**src/design/txd_pkg.sv**
```systemverilog
package txd_pkg;
	// ****************************************
	// register map
	// ****************************************
	localparam logic [3:0]  REG_RUN_CTRL    = 4'h0;
	localparam logic [3:0]  REG_TX_BASE     = 4'h4;
	localparam logic [3:0]  REG_STATUS      = 4'h8;
	localparam logic [3:0]  REG_CUR_DESC    = 4'hC;
	localparam int          RUN_BIT         = 0;
	localparam logic [31:0] TX_BASE_RST     = 32'h0000_0000;
	// ****************************************
	// descriptor layout
	// ****************************************
	localparam logic [1:0]  WORD_CTRL       = 2'h1;
	localparam logic [1:0]  WORD_PTR1       = 2'h2;
	localparam logic [1:0]  WORD_PTR2       = 2'h3;
	localparam logic [31:0] DESC_STRIDE     = 32'h0000_0010;
	localparam int          FIRST_SEG_BIT   = 29;
	localparam int          CRC_OFF_BIT     = 26;
	localparam int          RING_END_BIT    = 25;
	localparam int          CHAIN_BIT       = 24;
	localparam int          PAD_OFF_BIT     = 23;
	localparam int          LEN2_HI         = 21;
	localparam int          LEN2_LO         = 11;
	localparam int          LEN1_HI         = 10;
	localparam int          LEN1_LO         = 0;
	localparam int          LEN_W           = 11;
	localparam int          MIN_FRAME_BYTES = 64;
	typedef enum logic [2:0] {
		ST_IDLE, ST_FETCH, ST_WAIT, ST_BUF1, ST_BUF2, ST_NEXT
	} eng_state_t;
endpackage : txd_pkg

```
**src/design/capture_reg.sv**
```systemverilog
`timescale 1ns/100ps
`default_nettype none
module capture_reg #(
	parameter int W = 32
) (
	input  wire logic         ref_clk,
	input  wire logic         rstn,
	input  wire logic         load,
	input  wire logic [W-1:0] d,
	output var  logic [W-1:0] q
);
	logic [W-1:0] q_next;

	always_comb begin
		q_next = load ? d : q;
	end

	always_ff @(posedge ref_clk) begin
		if (!rstn) begin
			q <= '0;
		end else begin
			q <= q_next;
		end
	end
endmodule // capture_reg
`default_nettype wire

```
**src/design/ctrl_word_decode.sv**
```systemverilog
`timescale 1ns/100ps
`default_nettype none
module ctrl_word_decode
	import txd_pkg::*;
(
	input  wire logic [31:0]      tx_desc_ctrl_word,
	output var  logic             first_seg_flag,
	output var  logic             crc_append_off,
	output var  logic             ring_end_flag,
	output var  logic             chained_next_flag,
	output var  logic             chain_eff,
	output var  logic             pad_off,
	output var  logic [LEN_W-1:0] buf_one_len,
	output var  logic [LEN_W-1:0] buf_two_len
);
	// reserved bit 22 is never looked at
	always_comb begin
		first_seg_flag    = tx_desc_ctrl_word[FIRST_SEG_BIT];
		crc_append_off    = tx_desc_ctrl_word[CRC_OFF_BIT];
		ring_end_flag     = tx_desc_ctrl_word[RING_END_BIT];
		chained_next_flag = tx_desc_ctrl_word[CHAIN_BIT];
		chain_eff         = chained_next_flag & ~ring_end_flag;
		pad_off           = tx_desc_ctrl_word[PAD_OFF_BIT];
		buf_two_len       = tx_desc_ctrl_word[LEN2_HI:LEN2_LO];
		buf_one_len       = tx_desc_ctrl_word[LEN1_HI:LEN1_LO];
	end
endmodule // ctrl_word_decode
`default_nettype wire

```
**src/design/tx_descriptor_interpreter.sv**
```systemverilog
// Contract
// - crc-append-off suppresses crc, honoured only on a first-segment descriptor
// - after a ring-end descriptor the next fetch comes from the list base
// - chained flag makes the fourth word the next descriptor address
// - ring-end overrides chained; fourth word then points at buffer two
// - first segment without pad-off: pad below 64 bytes and force crc; code sets frame_pad_en, but frame_crc_off still follows crc-append-off
// - bits 21:11 give buffer-two length, disregarded when chained
// - bits 10:0 give buffer-one length; zero skips buffer one
// - third word is buffer-one address, any byte alignment
// - without chaining fourth word is buffer-two address, any alignment
// - reserved bit 22 ignored; control word never written back
// - bit 29 marks first segment and qualifies per-frame options
// - on entering running the first fetch comes from the list base
//
// Our own choices: the plain strobed port and the address map.
`timescale 1ns/100ps
`default_nettype none
module tx_descriptor_interpreter
	import txd_pkg::*;
(
	input  wire logic             ref_clk,
	input  wire logic             rstn,
	input  wire logic [3:0]       addr,
	input  wire logic [31:0]      wdata,
	input  wire logic             wr,
	input  wire logic             rd,
	output var  logic [31:0]      rdata,
	output var  logic             mem_rd,
	output var  logic [31:0]      mem_addr,
	input  wire logic             mem_rvalid,
	input  wire logic [31:0]      mem_rdata,
	output var  logic             xfer_valid,
	output var  logic [31:0]      xfer_addr,
	output var  logic [LEN_W-1:0] xfer_len,
	output var  logic             xfer_first,
	input  wire logic             xfer_done,
	output var  logic             frame_crc_off,
	output var  logic             frame_pad_en
);
	// ****************************************
	// declarations
	// ****************************************
	eng_state_t       state_reg, state_next;
	logic [1:0]       idx_reg, idx_next;
	logic [31:0]      cur_reg, cur_next;
	logic             fetched_reg, fetched_next;
	logic [15:0]      cnt_reg, cnt_next;
	logic             mem_rd_next;
	logic [31:0]      mem_addr_next;
	logic             xv_next;
	logic [31:0]      xa_next;
	logic [LEN_W-1:0] xl_next;
	logic             xf_next;
	logic             fco_next, fpe_next;
	logic [31:0]      base_reg, base_next;
	logic             run_reg, run_next;
	logic [31:0]      rdata_next;
	logic [31:0]      ctrl_w, ptr1_w, ptr2_w;
	logic             ld_ctrl, ld_ptr1, ld_ptr2;
	logic             fs, cao, re, ch, ch_eff, po;
	logic [LEN_W-1:0] len1, len2;

	// ****************************************
	// descriptor word capture
	// ****************************************
	assign ld_ctrl = (state_reg == ST_WAIT) && mem_rvalid && (idx_reg == WORD_CTRL);
	assign ld_ptr1 = (state_reg == ST_WAIT) && mem_rvalid && (idx_reg == WORD_PTR1);
	assign ld_ptr2 = (state_reg == ST_WAIT) && mem_rvalid && (idx_reg == WORD_PTR2);

	capture_reg #(.W(32)) u_ctrl (
		.ref_clk (ref_clk),
		.rstn    (rstn),
		.load    (ld_ctrl),
		.d       (mem_rdata),
		.q       (ctrl_w)
	);
	capture_reg #(.W(32)) u_ptr1 (
		.ref_clk (ref_clk),
		.rstn    (rstn),
		.load    (ld_ptr1),
		.d       (mem_rdata),
		.q       (ptr1_w)
	);
	capture_reg #(.W(32)) u_ptr2 (
		.ref_clk (ref_clk),
		.rstn    (rstn),
		.load    (ld_ptr2),
		.d       (mem_rdata),
		.q       (ptr2_w)
	);

	ctrl_word_decode u_dec (
		.tx_desc_ctrl_word (ctrl_w),
		.first_seg_flag    (fs),
		.crc_append_off    (cao),
		.ring_end_flag     (re),
		.chained_next_flag (ch),
		.chain_eff         (ch_eff),
		.pad_off           (po),
		.buf_one_len       (len1),
		.buf_two_len       (len2)
	);

	// ****************************************
	// register port
	// ****************************************
	always_comb begin
		base_next  = base_reg;
		run_next   = run_reg;
		rdata_next = 32'h0000_0000;
		if (wr) begin
			unique case (addr)
				REG_RUN_CTRL: run_next  = wdata[RUN_BIT];
				REG_TX_BASE:  base_next = wdata;
				default:      ;
			endcase
		end
		if (rd) begin
			unique case (addr)
				REG_RUN_CTRL: rdata_next = {31'h0, run_reg};
				REG_TX_BASE:  rdata_next = base_reg;
				REG_STATUS:   rdata_next = {cnt_reg, 14'h0, fetched_reg,
					(state_reg != ST_IDLE)};
				REG_CUR_DESC: rdata_next = cur_reg;
				default:      rdata_next = 32'h0000_0000;
			endcase
		end
	end

	always_ff @(posedge ref_clk) begin
		if (!rstn) begin
			base_reg <= TX_BASE_RST;
			run_reg  <= 1'b0;
			rdata    <= 32'h0000_0000;
		end else begin
			base_reg <= base_next;
			run_reg  <= run_next;
			rdata    <= rdata_next;
		end
	end

	// ****************************************
	// descriptor engine
	// ****************************************
	// nothing here ever drives a write toward memory
	always_comb begin
		state_next    = state_reg;
		idx_next      = idx_reg;
		cur_next      = cur_reg;
		fetched_next  = fetched_reg;
		cnt_next      = cnt_reg;
		mem_rd_next   = 1'b0;
		mem_addr_next = mem_addr;
		xv_next       = xfer_valid;
		xa_next       = xfer_addr;
		xl_next       = xfer_len;
		xf_next       = xfer_first;
		fco_next      = frame_crc_off;
		fpe_next      = frame_pad_en;
		unique case (state_reg)
			ST_IDLE: begin
				if (run_reg) begin
					cur_next   = base_reg;
					idx_next   = WORD_CTRL;
					state_next = ST_FETCH;
				end
			end
			ST_FETCH: begin
				mem_rd_next   = 1'b1;
				mem_addr_next = cur_reg + {28'h0, idx_reg, 2'b00};
				state_next    = ST_WAIT;
			end
			ST_WAIT: begin
				if (mem_rvalid) begin
					if (idx_reg == WORD_PTR2) begin
						fetched_next = 1'b1;
						state_next   = ST_BUF1;
					end else begin
						idx_next   = idx_reg + 2'h1;
						state_next = ST_FETCH;
					end
				end
			end
			ST_BUF1: begin
				if (fs) begin
					fco_next = cao;
					fpe_next = ~po;
				end
				if (xfer_valid) begin
					if (xfer_done) begin
						xv_next    = 1'b0;
						state_next = ST_BUF2;
					end
				end else if (len1 != '0) begin
					xv_next = 1'b1;
					xa_next = ptr1_w;
					xl_next = len1;
					xf_next = fs;
				end else begin
					state_next = ST_BUF2;
				end
			end
			ST_BUF2: begin
				if (xfer_valid) begin
					if (xfer_done) begin
						xv_next    = 1'b0;
						state_next = ST_NEXT;
					end
				end else if (!ch_eff && (len2 != '0)) begin
					xv_next = 1'b1;
					xa_next = ptr2_w;
					xl_next = len2;
					xf_next = fs && (len1 == '0);
				end else begin
					state_next = ST_NEXT;
				end
			end
			ST_NEXT: begin
				fetched_next = 1'b0;
				cnt_next     = cnt_reg + 16'h1;
				if (re) begin
					cur_next = base_reg;
				end else if (ch_eff) begin
					cur_next = ptr2_w;
				end else begin
					cur_next = cur_reg + DESC_STRIDE;
				end
				idx_next   = WORD_CTRL;
				state_next = run_reg ? ST_FETCH : ST_IDLE;
			end
		endcase
	end

	always_ff @(posedge ref_clk) begin
		if (!rstn) begin
			state_reg     <= ST_IDLE;
			idx_reg       <= WORD_CTRL;
			cur_reg       <= TX_BASE_RST;
			fetched_reg   <= 1'b0;
			cnt_reg       <= 16'h0000;
			mem_rd        <= 1'b0;
			mem_addr      <= 32'h0000_0000;
			xfer_valid    <= 1'b0;
			xfer_addr     <= 32'h0000_0000;
			xfer_len      <= '0;
			xfer_first    <= 1'b0;
			frame_crc_off <= 1'b0;
			frame_pad_en  <= 1'b0;
		end else begin
			state_reg     <= state_next;
			idx_reg       <= idx_next;
			cur_reg       <= cur_next;
			fetched_reg   <= fetched_next;
			cnt_reg       <= cnt_next;
			mem_rd        <= mem_rd_next;
			mem_addr      <= mem_addr_next;
			xfer_valid    <= xv_next;
			xfer_addr     <= xa_next;
			xfer_len      <= xl_next;
			xfer_first    <= xf_next;
			frame_crc_off <= fco_next;
			frame_pad_en  <= fpe_next;
		end
	end

	// ****************************************
	// assertions
	// ****************************************
	AST_FETCH_FIRST: assert property (@(posedge ref_clk) disable iff (!rstn)
		$rose(xfer_valid) |-> fetched_reg)
		else $error("transfer started before descriptor fetched");

	AST_START_BASE: assert property (@(posedge ref_clk) disable iff (!rstn)
		(state_reg == ST_IDLE) && run_reg |=> (cur_reg == $past(base_reg))
			&& (state_reg == ST_FETCH) ##1 (mem_addr == cur_reg + {28'h0, WORD_CTRL, 2'b00}))
		else $error("first fetch not from list base");

	AST_RING_WRAP: assert property (@(posedge ref_clk) disable iff (!rstn)
		(state_reg == ST_NEXT) && re |=> (cur_reg == $past(base_reg)))
		else $error("ring end did not wrap to base");

	AST_NEXT_STRIDE: assert property (@(posedge ref_clk) disable iff (!rstn)
		(state_reg == ST_NEXT) && !re && !ch_eff |=> (cur_reg == $past(cur_reg) + DESC_STRIDE))
		else $error("plain descriptor did not advance by one stride");

	AST_CHAIN_NEXT: assert property (@(posedge ref_clk) disable iff (!rstn)
		(state_reg == ST_NEXT) && ch && !re |=> (cur_reg == $past(ptr2_w)))
		else $error("chained pointer not followed");

	AST_RING_OVER_CHAIN: assert property (@(posedge ref_clk) disable iff (!rstn)
		(state_reg == ST_BUF2) && re && ch && (len2 != '0) && !xfer_valid
		|=> xfer_valid && (xfer_addr == ptr2_w))
		else $error("ring end did not use buffer two");

	AST_NO_BUF2_CHAIN: assert property (@(posedge ref_clk) disable iff (!rstn)
		(state_reg == ST_BUF2) && ch_eff |=> !xfer_valid)
		else $error("buffer two used while chained");

	AST_LEN1_SKIP: assert property (@(posedge ref_clk) disable iff (!rstn)
		(state_reg == ST_BUF1) && !xfer_valid && (len1 == '0)
		|=> (state_reg == ST_BUF2) && !xfer_valid)
		else $error("zero length buffer one not skipped");

	AST_FIRST_IN_BUF2: assert property (@(posedge ref_clk) disable iff (!rstn)
		(state_reg == ST_BUF2) && $rose(xfer_valid) && fs && (len1 == '0) |-> xfer_first)
		else $error("buffer two not marked as frame start after skip");

	AST_BUF1_ISSUE: assert property (@(posedge ref_clk) disable iff (!rstn)
		(state_reg == ST_BUF1) && !xfer_valid && (len1 != '0)
		|=> xfer_valid && (xfer_addr == ptr1_w) && (xfer_len == len1)
			&& (xfer_addr[1:0] == ptr1_w[1:0]))
		else $error("buffer one request wrong");

	AST_BUF2_ADDR: assert property (@(posedge ref_clk) disable iff (!rstn)
		(state_reg == ST_BUF2) && $rose(xfer_valid) |-> (xfer_addr == ptr2_w))
		else $error("buffer two address wrong");

	AST_FRAME_OPTS: assert property (@(posedge ref_clk) disable iff (!rstn)
		(state_reg == ST_BUF1) && fs |=> (frame_crc_off == $past(cao))
			&& (frame_pad_en == !$past(po)))
		else $error("frame options not taken from first segment");

	AST_OPTS_HOLD: assert property (@(posedge ref_clk) disable iff (!rstn)
		(state_reg == ST_BUF1) && !fs |=> $stable(frame_crc_off)
			&& $stable(frame_pad_en))
		else $error("frame options changed on middle segment");

	AST_READ_ONLY: assert property (@(posedge ref_clk) disable iff (!rstn)
		mem_rd |-> (state_reg == ST_WAIT) ##1 !mem_rd [*1])
		else $error("memory access outside fetch");

	COV_CHAIN: cover property (@(posedge ref_clk) disable iff (!rstn)
		(state_reg == ST_NEXT) && ch_eff);
	COV_RING: cover property (@(posedge ref_clk) disable iff (!rstn)
		(state_reg == ST_NEXT) && re && ch);
	COV_SKIP1: cover property (@(posedge ref_clk) disable iff (!rstn)
		(state_reg == ST_BUF1) && (len1 == '0) && fs);
	COV_TWO_BUFS: cover property (@(posedge ref_clk) disable iff (!rstn)
		(state_reg == ST_BUF2) && $rose(xfer_valid));
	COV_PAD_OFF: cover property (@(posedge ref_clk) disable iff (!rstn)
		(state_reg == ST_BUF1) && fs && po);
endmodule // tx_descriptor_interpreter
`default_nettype wire

```
**config.mk**
```make
export PLATFORM = sky130hd
export DESIGN_NAME = tx_descriptor_interpreter
export DESIGN_NICKNAME = d
export VERILOG_FILES = /design/src/design/txd_pkg.sv /design/src/design/capture_reg.sv /design/src/design/ctrl_word_decode.sv /design/src/design/tx_descriptor_interpreter.sv
export SDC_FILE = /design/constraint.sdc
export NUM_CORES = 1
export LEC_CHECK = 0
export BUFFER_PORTS_ARGS = -buffer_cell sky130_fd_sc_hd__buf_2
export CAP_MARGIN = 20
export CORE_ASPECT_RATIO = 2
export CORE_MARGIN = 5
export CORE_UTILIZATION = 30
export DETAILED_ROUTE_END_ITERATION = 8
export HOLD_SLACK_MARGIN = 0.06
export PLACE_DENSITY = 0.56
export SETUP_SLACK_MARGIN = 0.05
export SLEW_MARGIN = 20
export SYNTH_ARGS = -nofsm -noshare
export SYNTH_HDL_FRONTEND = slang
export SYNTH_SLANG_ARGS = --single-unit
```
**constraint.sdc**
```tcl
create_clock -name ref_clk -period 2.3 [get_ports ref_clk]
set_input_delay 0.46 -clock ref_clk [delete_from_list [all_inputs] [get_ports ref_clk]]
set_output_delay 0.46 -clock ref_clk [all_outputs]
set_load 0.1 [all_outputs]
```
======== After elaboration in Yosys (flattened, before gate mapping) ========
Cells that the tools add are included.
word-level totals
  input port bits ......................... 74
  bits in registers ....................... 293
  output and inout bits ................... 112
cells by class
  equality and inequality tests ........... 23
  reduce and logical (&&, ||, !) cells .... 26
  muxes and demuxes ....................... 45
  $add $sub $neg .......................... 4
  bitwise logic cells ..................... 3
operators by type and width
  operator                                        number
  2-to-1 mux 32 bit                               7
  case mux 32 bit (2 select lines)                2
  case mux 32 bit (4 select lines)                1
  2-to-1 mux 11 bit                               4
  adder 32 x 4 -> 32 bit                          1
  adder 32 x 5 -> 32 bit (second input constant)  1
  2-to-1 mux 3 bit                                8
  case mux 11 bit (2 select lines)                1
  nonzero test 11 bit                             2
  case mux 3 bit (6 select lines)                 1
  adder 16 x 1 -> 16 bit (second input constant)  1
  != test 2 bit (second input constant)           7
  2-to-1 mux 1 bit                                13
  != test 3 bit (second input constant)           4
  zero test 11 bit                                1
  AND reduction 2 bit                             5
  == test 4 bit (second input constant)           2
  2-to-1 mux 2 bit                                4
  == test 3 x 2 -> 1 bit (second input constant)  2
  == test 3 bit (second input constant)           2
  logical AND 1 bit                               6
  case mux 1 bit (2 select lines)                 3
  case mux 2 bit (3 select lines)                 1
  AND reduction 6 bit                             1
  16 further kinds                                21

======== Longest topological paths before layout ========
Gate-level depths: netlist of the first run.
  word-level depth ........................ 7
  gate-level depth with buffers ........... 8
  mapped depth without buffers ............ 7

======== Modules after synthesis ========
Synthesis of the first run repeated with hierarchy kept, for this count alone.
second synthesis, totals
  cells, all modules ...................... 1452
  area total of the unflattened synthesis .. 13459.2 um2
by module, submodules not included
  module                     cells each  sequential area each (um2)  instances  area each (um2)
  tx_descriptor_interpreter  1115        3983.8                      1          9511.6
  capture_reg                103         640.6                       3          1243.7
  ctrl_word_decode           28          0.0                         1          216.5

======== Least setup slack after synthesis of the first run ========
No wires, ideal clock.
  kind .................................... reg2reg
  start point ............................. register idx_reg[0]
  end point ............................... register mem_addr[20]
  setup time .............................. 133 ps
  path buffers ............................ 1
  cell stages (with the launch flop) ...... 9
  data arrival time ....................... 1864 ps
  setup slack ............................. 303 ps
  data required time ...................... 2167 ps
  cell sequence ........................... dfxtp_1 -> ha_1 -> inv_1 -> fa_1 -> clkbuf_1 -> nor3b_1 -> nand4_1 -> xnor2_1 -> a21oi_1
on the way
  word-level cells in the longest chain between the ends .. 1
ends and longest elaborated chain
  element                   RTL line                          source
  start: declaration        tx_descriptor_interpreter.sv:44   logic [1:0] idx_reg, idx_next;
  start signal: assignment  tx_descriptor_interpreter.sv:251  idx_reg <= idx_next;
  adder 32 x 4 -> 32 bit    tx_descriptor_interpreter.sv:170  mem_addr_next = cur_reg + {28'h0, idx_reg, 2'b00};
  end signal: assignment    tx_descriptor_interpreter.sv:256  mem_addr <= mem_addr_next;
  end: declaration          tx_descriptor_interpreter.sv:29   output var logic [31:0] mem_addr,
Every way passes these cells.
A chain may end at the register's enable or synchronous reset.

======== Worst setup path in the final report of the first run ========
  start point ............................. register idx_reg[0]
  end point ............................... register mem_addr[30]
The elaborated chain is that of the path after synthesis.

==> out/qor.csv, run 1 <==
metric,value,unit
deepest level of the CTS H-tree,1,
Post-layout nets,1785,
CP max stage delay,0.44,ns
CP max-delay cell,dfxtp_1,
Die W,156,µm
crit end category,flop,
Netlist cell types,75,
cells after synthesis,1551,
Ports,186,
Startpoint Class,flop,
Final period util,88.3,%
Total GRT Usage,19.3,%
fmax,0.492,GHz
Netlist Area Pre-Place,0.0128,mm²
dominant synthesized flop cell,dfxtp_1,
Worst Path Arrival,2.52,ns
Slew Limit Fails,0,
clock sink count,290,
Synth Register Bits,290,
DIE AREA,0.0473,mm²
synth warn,0,
DRT Wirelength,47.2,mm
most frequent cells in the layout,"nand2_1, dfxtp_1, a21oi_1, buf_2, nor2_1",
CTS Buffer Depth,3,
Final min period,2.03,ns
critical-path cell list,"ha_1, inv_1, fa_2, buf_4, nor2b_1, nand4_1, xor2_1, a21oi_1",
worst setup path class,reg -> reg,
post-route ant nets,0,
Async SR Flop Fraction,0,%
DP HPWL,35.5,mm
MaxCap Viol Count,0,
share of layout cells above drive strength 1,19.3,%
Final Util,36.6,%
WL/cell,20.8,µm
final setup violation count,0,
P&R area growth vs syn,21.0,%
RePlAce Congestion,0.897,
crit-path max FO,7,
worst skew pair latency,0.57,ns
final hold violations,0,
total leakage power,5.48,nW
VDD IR max,0.572,mV
pin count of the biggest net entering global routing,66,
Rel. slew slack,48.5,%
Setup TNS,0,ns
port bufs,185,
status,"finished, final reports clean",
Post-Syn Nets,1633,
power per cell area,1060,mW/mm²
"most common cell after layout, fill and taps aside",nand2_1,
Avg Inst Size Synth,8.28,µm²
fillcell total,4403,
drt drc,0,
vias per cell,5.28,
vias in the first global route,11700,
number of synthesized flops with an enable pin,0,
initial core utilization,30.3,%
Core Area,0.0424,mm²
CTS tree,done,
CTS root buf,clkbuf_16,
grt ovf,0,
first-pass GRT wire length,70.9,mm
total power,16.4,mW
register area share after synthesis,45.2,%
Die Span Y,303,µm
initial antenna violation count,4,
DR iter-0 viols,821,
DRT Pass-1 Iters,6,
setup bufs post-CTS,0,
Worst Path Required,2.79,ns
total CTS buffers,27,
Core Rows,107,
Worst-path clk slew,0.07,ns
Min-Delay Path Class,in -> reg,
RSZ-0062 raised after global routing,no,
Tightest Pin Transition,0.773,ns
Clock Skew,0.0264,ns
via count,12000,
[path summary, 6_finish.rpt]
path          startpoint      endpoint  slack, ns  depth (start not counted)
max           idx_reg[0]  mem_addr[30]       0.27                          8
min            wdata[15]  base_reg[15]       0.13                          3
max reg2reg   idx_reg[0]  mem_addr[30]       0.27                          8
min reg2reg  u_ptr1.q[1]   u_ptr1.q[1]       0.45                          2
[Yosys cell counts (4+ instances only)]
master	n	area share, %
xor2_1	21	1.4
xnor2_1	28	1.9
nand4_1	18	0.88
inv_1	18	0.53
nor3_1	22	0.86
dfxtp_1	290	45
o21ai_0	42	1.6
a21oi_1	246	9.6
or3_1	8	0.39
nand2_1	297	8.7
nand3_1	39	1.5
o211ai_1	7	0.41
a211oi_1	16	0.94
o22ai_1	10	0.49
mux2i_1	53	4.1
nand2b_1	7	0.34
o21a_1	5	0.29
buf_4	12	0.70
nor2_1	89	2.6
a311oi_1	44	3.0
and3_1	10	0.49
and2_1	5	0.24
buf_2	38	1.5
a222oi_1	17	1.3
ha_1	7	0.68
a31oi_1	8	0.39
nor4_1	9	0.44
a22oi_1	15	0.88
o31a_1	4	0.27
and4_1	7	0.48
nor2b_1	6	0.29
a21o_1	6	0.35
clkbuf_1	88	2.6
nand3b_1	4	0.23
[logic make-up after synthesis]
family                   share of synthesized area [%]
AND/OR/NAND/NOR                                   19.9
AO/OA/AOI/OAI                                     21.1
flip-flops                                        45.2
buffers and inverters                             5.49
multiplexers                                      4.22
XOR/XNOR                                          3.34
adder cells (fa/ha/maj)                          0.838
[stage by stage]
| stage | hold slack (ns) | setup slack [ns] | instance area [µm²] | cells |
|---|---|---|---|---|
| final | 0.134 | 0.268 | 15500 | 2266 |
| after global placement | 0.440 | 0.120 | 14600 | 2219 |
| after global routing | 0.130 | 0.0967 | 15500 | 2266 |
| after detailed placement | 0.446 | 0.123 | 14600 | 2219 |
| after floorplan | 0.431 | 0.303 | 12800 | 1551 |
| after CTS | 0.113 | 0.143 | 15500 | 2264 |
[critical path, delay by kind of cell (launching register included)]
kind | cells | cell delay [ns]
compound gates | 1 | 0.14
xor+xnor | 1 | 0.16
fa+ha+maj | 2 | 0.66
buf+inv | 2 | 0.26
flops | 1 | 0.44
simple gates | 2 | 0.29
[cell type report]
cell class / count / area [µm²] / share of cell area [%]
Clock buffer: 37 / 763 / 4.91
Clock inverter: 8 / 125 / 0.805
Inverter: 19 / 76.3 / 0.491
Antenna cell: 2 / 5.00 / 0.0322
Timing Repair Buffer: 265 / 1690 / 10.9
Multi-Input combinational cell: 1100 / 6390 / 41.1
Sequential cell: 290 / 5810 / 37.4
Tap cell: 545 / 682 / 4.39
[repair_timing]
action,4_1_cts,5_1_grt
setup endpoints to repair,0,7
hold buffers,0,0
resized for setup,0,3
[power breakdown]
part	internal (mW)	total, mW	switching, mW
clock network	2.65	4.67	2.02
registers	5.51	5.92	0.402
logic	1.33	5.82	4.49
total	9.50	16.4	6.91
[metal layers]
metal,wire (µm),GRT usage [%]
met5,13,0
met4,2520,9.51
met3,2100,2.38
met2,25200,36.0
met1,17400,21.0
No activity file was read; power rests on OpenSTA's default activity.
==> inputs of run 2 (changes only) <==
CELL_PAD_IN_SITES_DETAIL_PLACEMENT = 1   (was default)
CELL_PAD_IN_SITES_GLOBAL_PLACEMENT = 1   (was default)
PLACE_DENSITY = 0.68   (was 0.56)
==> run 2 against run 1 <==
Critical path depth decreased by 4. Power increased by 2.0%. Global-route usage increased by 1.1 points. Clock power increased by 5.4%. Clock skew decreased by 0.0086 ns. Worst setup slack got worse by 0.097 ns. Die area unchanged. Count of clock-buffer cells in the layout increased by 4.
==> out/qor.csv, run 2 (synthesis gave the netlist of run 1 again) <==
metric,value,unit,change
status,"finished, final reports clean",,
vias in the first global route,12900,,+9.8%
Final period util,92.6,%,+4.2 points
Register Area,0.00581,mm²,unchanged
Startpoint Class,flop,,
"most common cell after layout, fill and taps aside",nand2_1,,
CP top delay family,compound AO/OA/AOI/OAI gates,,
Clock Skew,0.0177,ns,-0.00863 ns
Core Rows,107,,unchanged
Multi-input gate area,0.00641,mm²,+0.23%
RSZ-0062 raised after global routing,no,,
Placed Cells,2224,,+0.23%
initial core utilization,30.3,%,unchanged
CTS Buffer Depth,3,,unchanged
DR iter-0 viols,484,,-41%
VDD IR max,0.919,mV,+61%
RePlAce Congestion,0.899,,+0.28%
Rel. slew slack,59.8,%,+11 points
via count,12200,,+2.0%
initial antenna violation count,5,,+1
first-pass GRT wire length,75.7,mm,+6.8%
Post-layout nets,1791,,+0.34%
hold path cells,3,,unchanged
Ports,186,,unchanged
Tightest Pin Transition,0.603,ns,-0.170 ns
DRT Pass-1 Iters,7,,+1
MaxCap Viol Count,0,,unchanged
crit end category,flop,,
crit path launch,u_ctrl.q[3],,
grt ovf,0,,unchanged
clock sink count,290,,unchanged
total leakage power,5.55,nW,+1.2%
internal reg-to-reg setup slack,0.17,ns,-0.10 ns
Core Area,0.0424,mm²,unchanged
Final Util,36.9,%,+0.25 points
Min-Delay Path Class,in -> reg,,
total CTS buffers,27,,unchanged
CTS tree,done,,
drt drc,0,,unchanged
P&R area growth vs syn,21.8,%,
Final min period,2.13,ns,+0.0972 ns
Die Span Y,303,µm,unchanged
Setup TNS,0,ns,unchanged
total power,16.7,mW,+2.0%
port bufs,185,,unchanged
Hold WS,0.135,ns,+0.00136 ns
fmax,0.470,GHz,-4.6%
worst skew pair latency,0.57,ns,about the same
Layout Cells excl Fill,2279,,+0.57%
Die W,156,µm,unchanged
power per cell area,1070,mW/mm²,+1.3%
DIE AREA,0.0473,mm²,unchanged
Total GRT Usage,20.4,%,+1.1 points
CP max stage delay,0.59,ns,+0.15 ns
r2r startpoint,u_ctrl.q[3],,
worst hold path startpoint,wdata[18],,
crit-path max FO,44,,+37
setup bufs post-CTS,0,,unchanged
CTS root buf,clkbuf_16,,
vias per cell,5.36,,+1.4%
most frequent cells in the layout,"nand2_1, dfxtp_1, a21oi_1, buf_2, nor2_1",,
Reg2Reg Depth,4,,-4
final hold violations,0,,unchanged
share of layout cells above drive strength 1,19.9,%,+0.63 points
deepest level of the CTS H-tree,1,,unchanged
CP max-delay cell,a32o_4,,
fillcell total,5086,,+16%
pin count of the biggest net entering global routing,90,,+36%
Slew Limit Fails,0,,unchanged
Crit. path cell count,4,,-4
Worst Path Required,2.76,ns,-0.03 ns
DP HPWL,37.1,mm,+4.4%
Worst Path Arrival,2.59,ns,+0.07 ns
Buf/Inv on CP,0,,-2
final setup violation count,0,,unchanged
critical-path cell list,"nor4_1, nand3_1, a32o_4, a311oi_1",,
worst setup path class,reg -> reg,,
DRT Wirelength,50.1,mm,+6.3%
post-route ant nets,0,,unchanged
WL/cell,22.0,µm,+5.7%
hold_buf cts,0,,unchanged
Worst-path clk slew,0.07,ns,about the same
-- run 2: changes by cell type in the layout (fill, tap and decap cells not counted), sizes merged --
cell | before | now
inv | 21 | 20
a32o | 1 | 2
clkinvlp | 0 | 1
clkbuf | 37 | 41
diode | 2 | 4
buf | 265 | 270
clkinv | 3 | 4
-- run 2: per-stage QoR --
stage / cell area [µm²] / setup slack, ns
after floorplan: 12800 / 0.303
after global placement: 14600 / 0.108
after detailed placement: 14600 / 0.0246
after CTS: 15600 / 0.00776
after global routing: 15600 / 0.0571
final: 15600 / 0.171
-- run 2: where the power goes --
| part | total [mW] | switching [mW] | internal (mW) |
|---|---|---|---|
| Clock | 4.92 | 2.07 | 2.85 |
| Sequential | 5.91 | 0.395 | 5.51 |
| Combinational | 5.90 | 4.60 | 1.30 |
-- run 2: cell type report --
class | count | area share (%)
clock inverter | 9 | 0.832
clock buffer | 41 | 5.36
timing repair buffer | 270 | 10.8
tap | 545 | 4.36
antenna | 4 | 0.0640
multi-input combinational | 1101 | 40.9
sequential | 290 | 37.1
inverter | 19 | 0.488
-- run 2: tightest hold or removal path: stages --
cell     delay (ns)
buf_2          0.10
nand2_1        0.05
a21oi_1        0.05
-- run 2: timing repair --
action | in CTS | in global routing
resized for setup | 0 | 5
setup endpoints to repair | 37 | 48
cloned | 0 | 1
pin swaps | 1 | 0
-- run 2: worst paths after layout --
path / endpoint
setup / recovery: xfer_addr[11]
hold / removal: base_reg[18]
setup reg to reg: xfer_addr[11]
hold reg to reg: u_ptr1.q[18]
-- run 2: layer usage --
metal	part of all wire, %	global-route usage [%]
met4	4.2	8.79
met1	37	22.3
met5	0.026	0
met2	54	38.6
met3	4.0	2.57
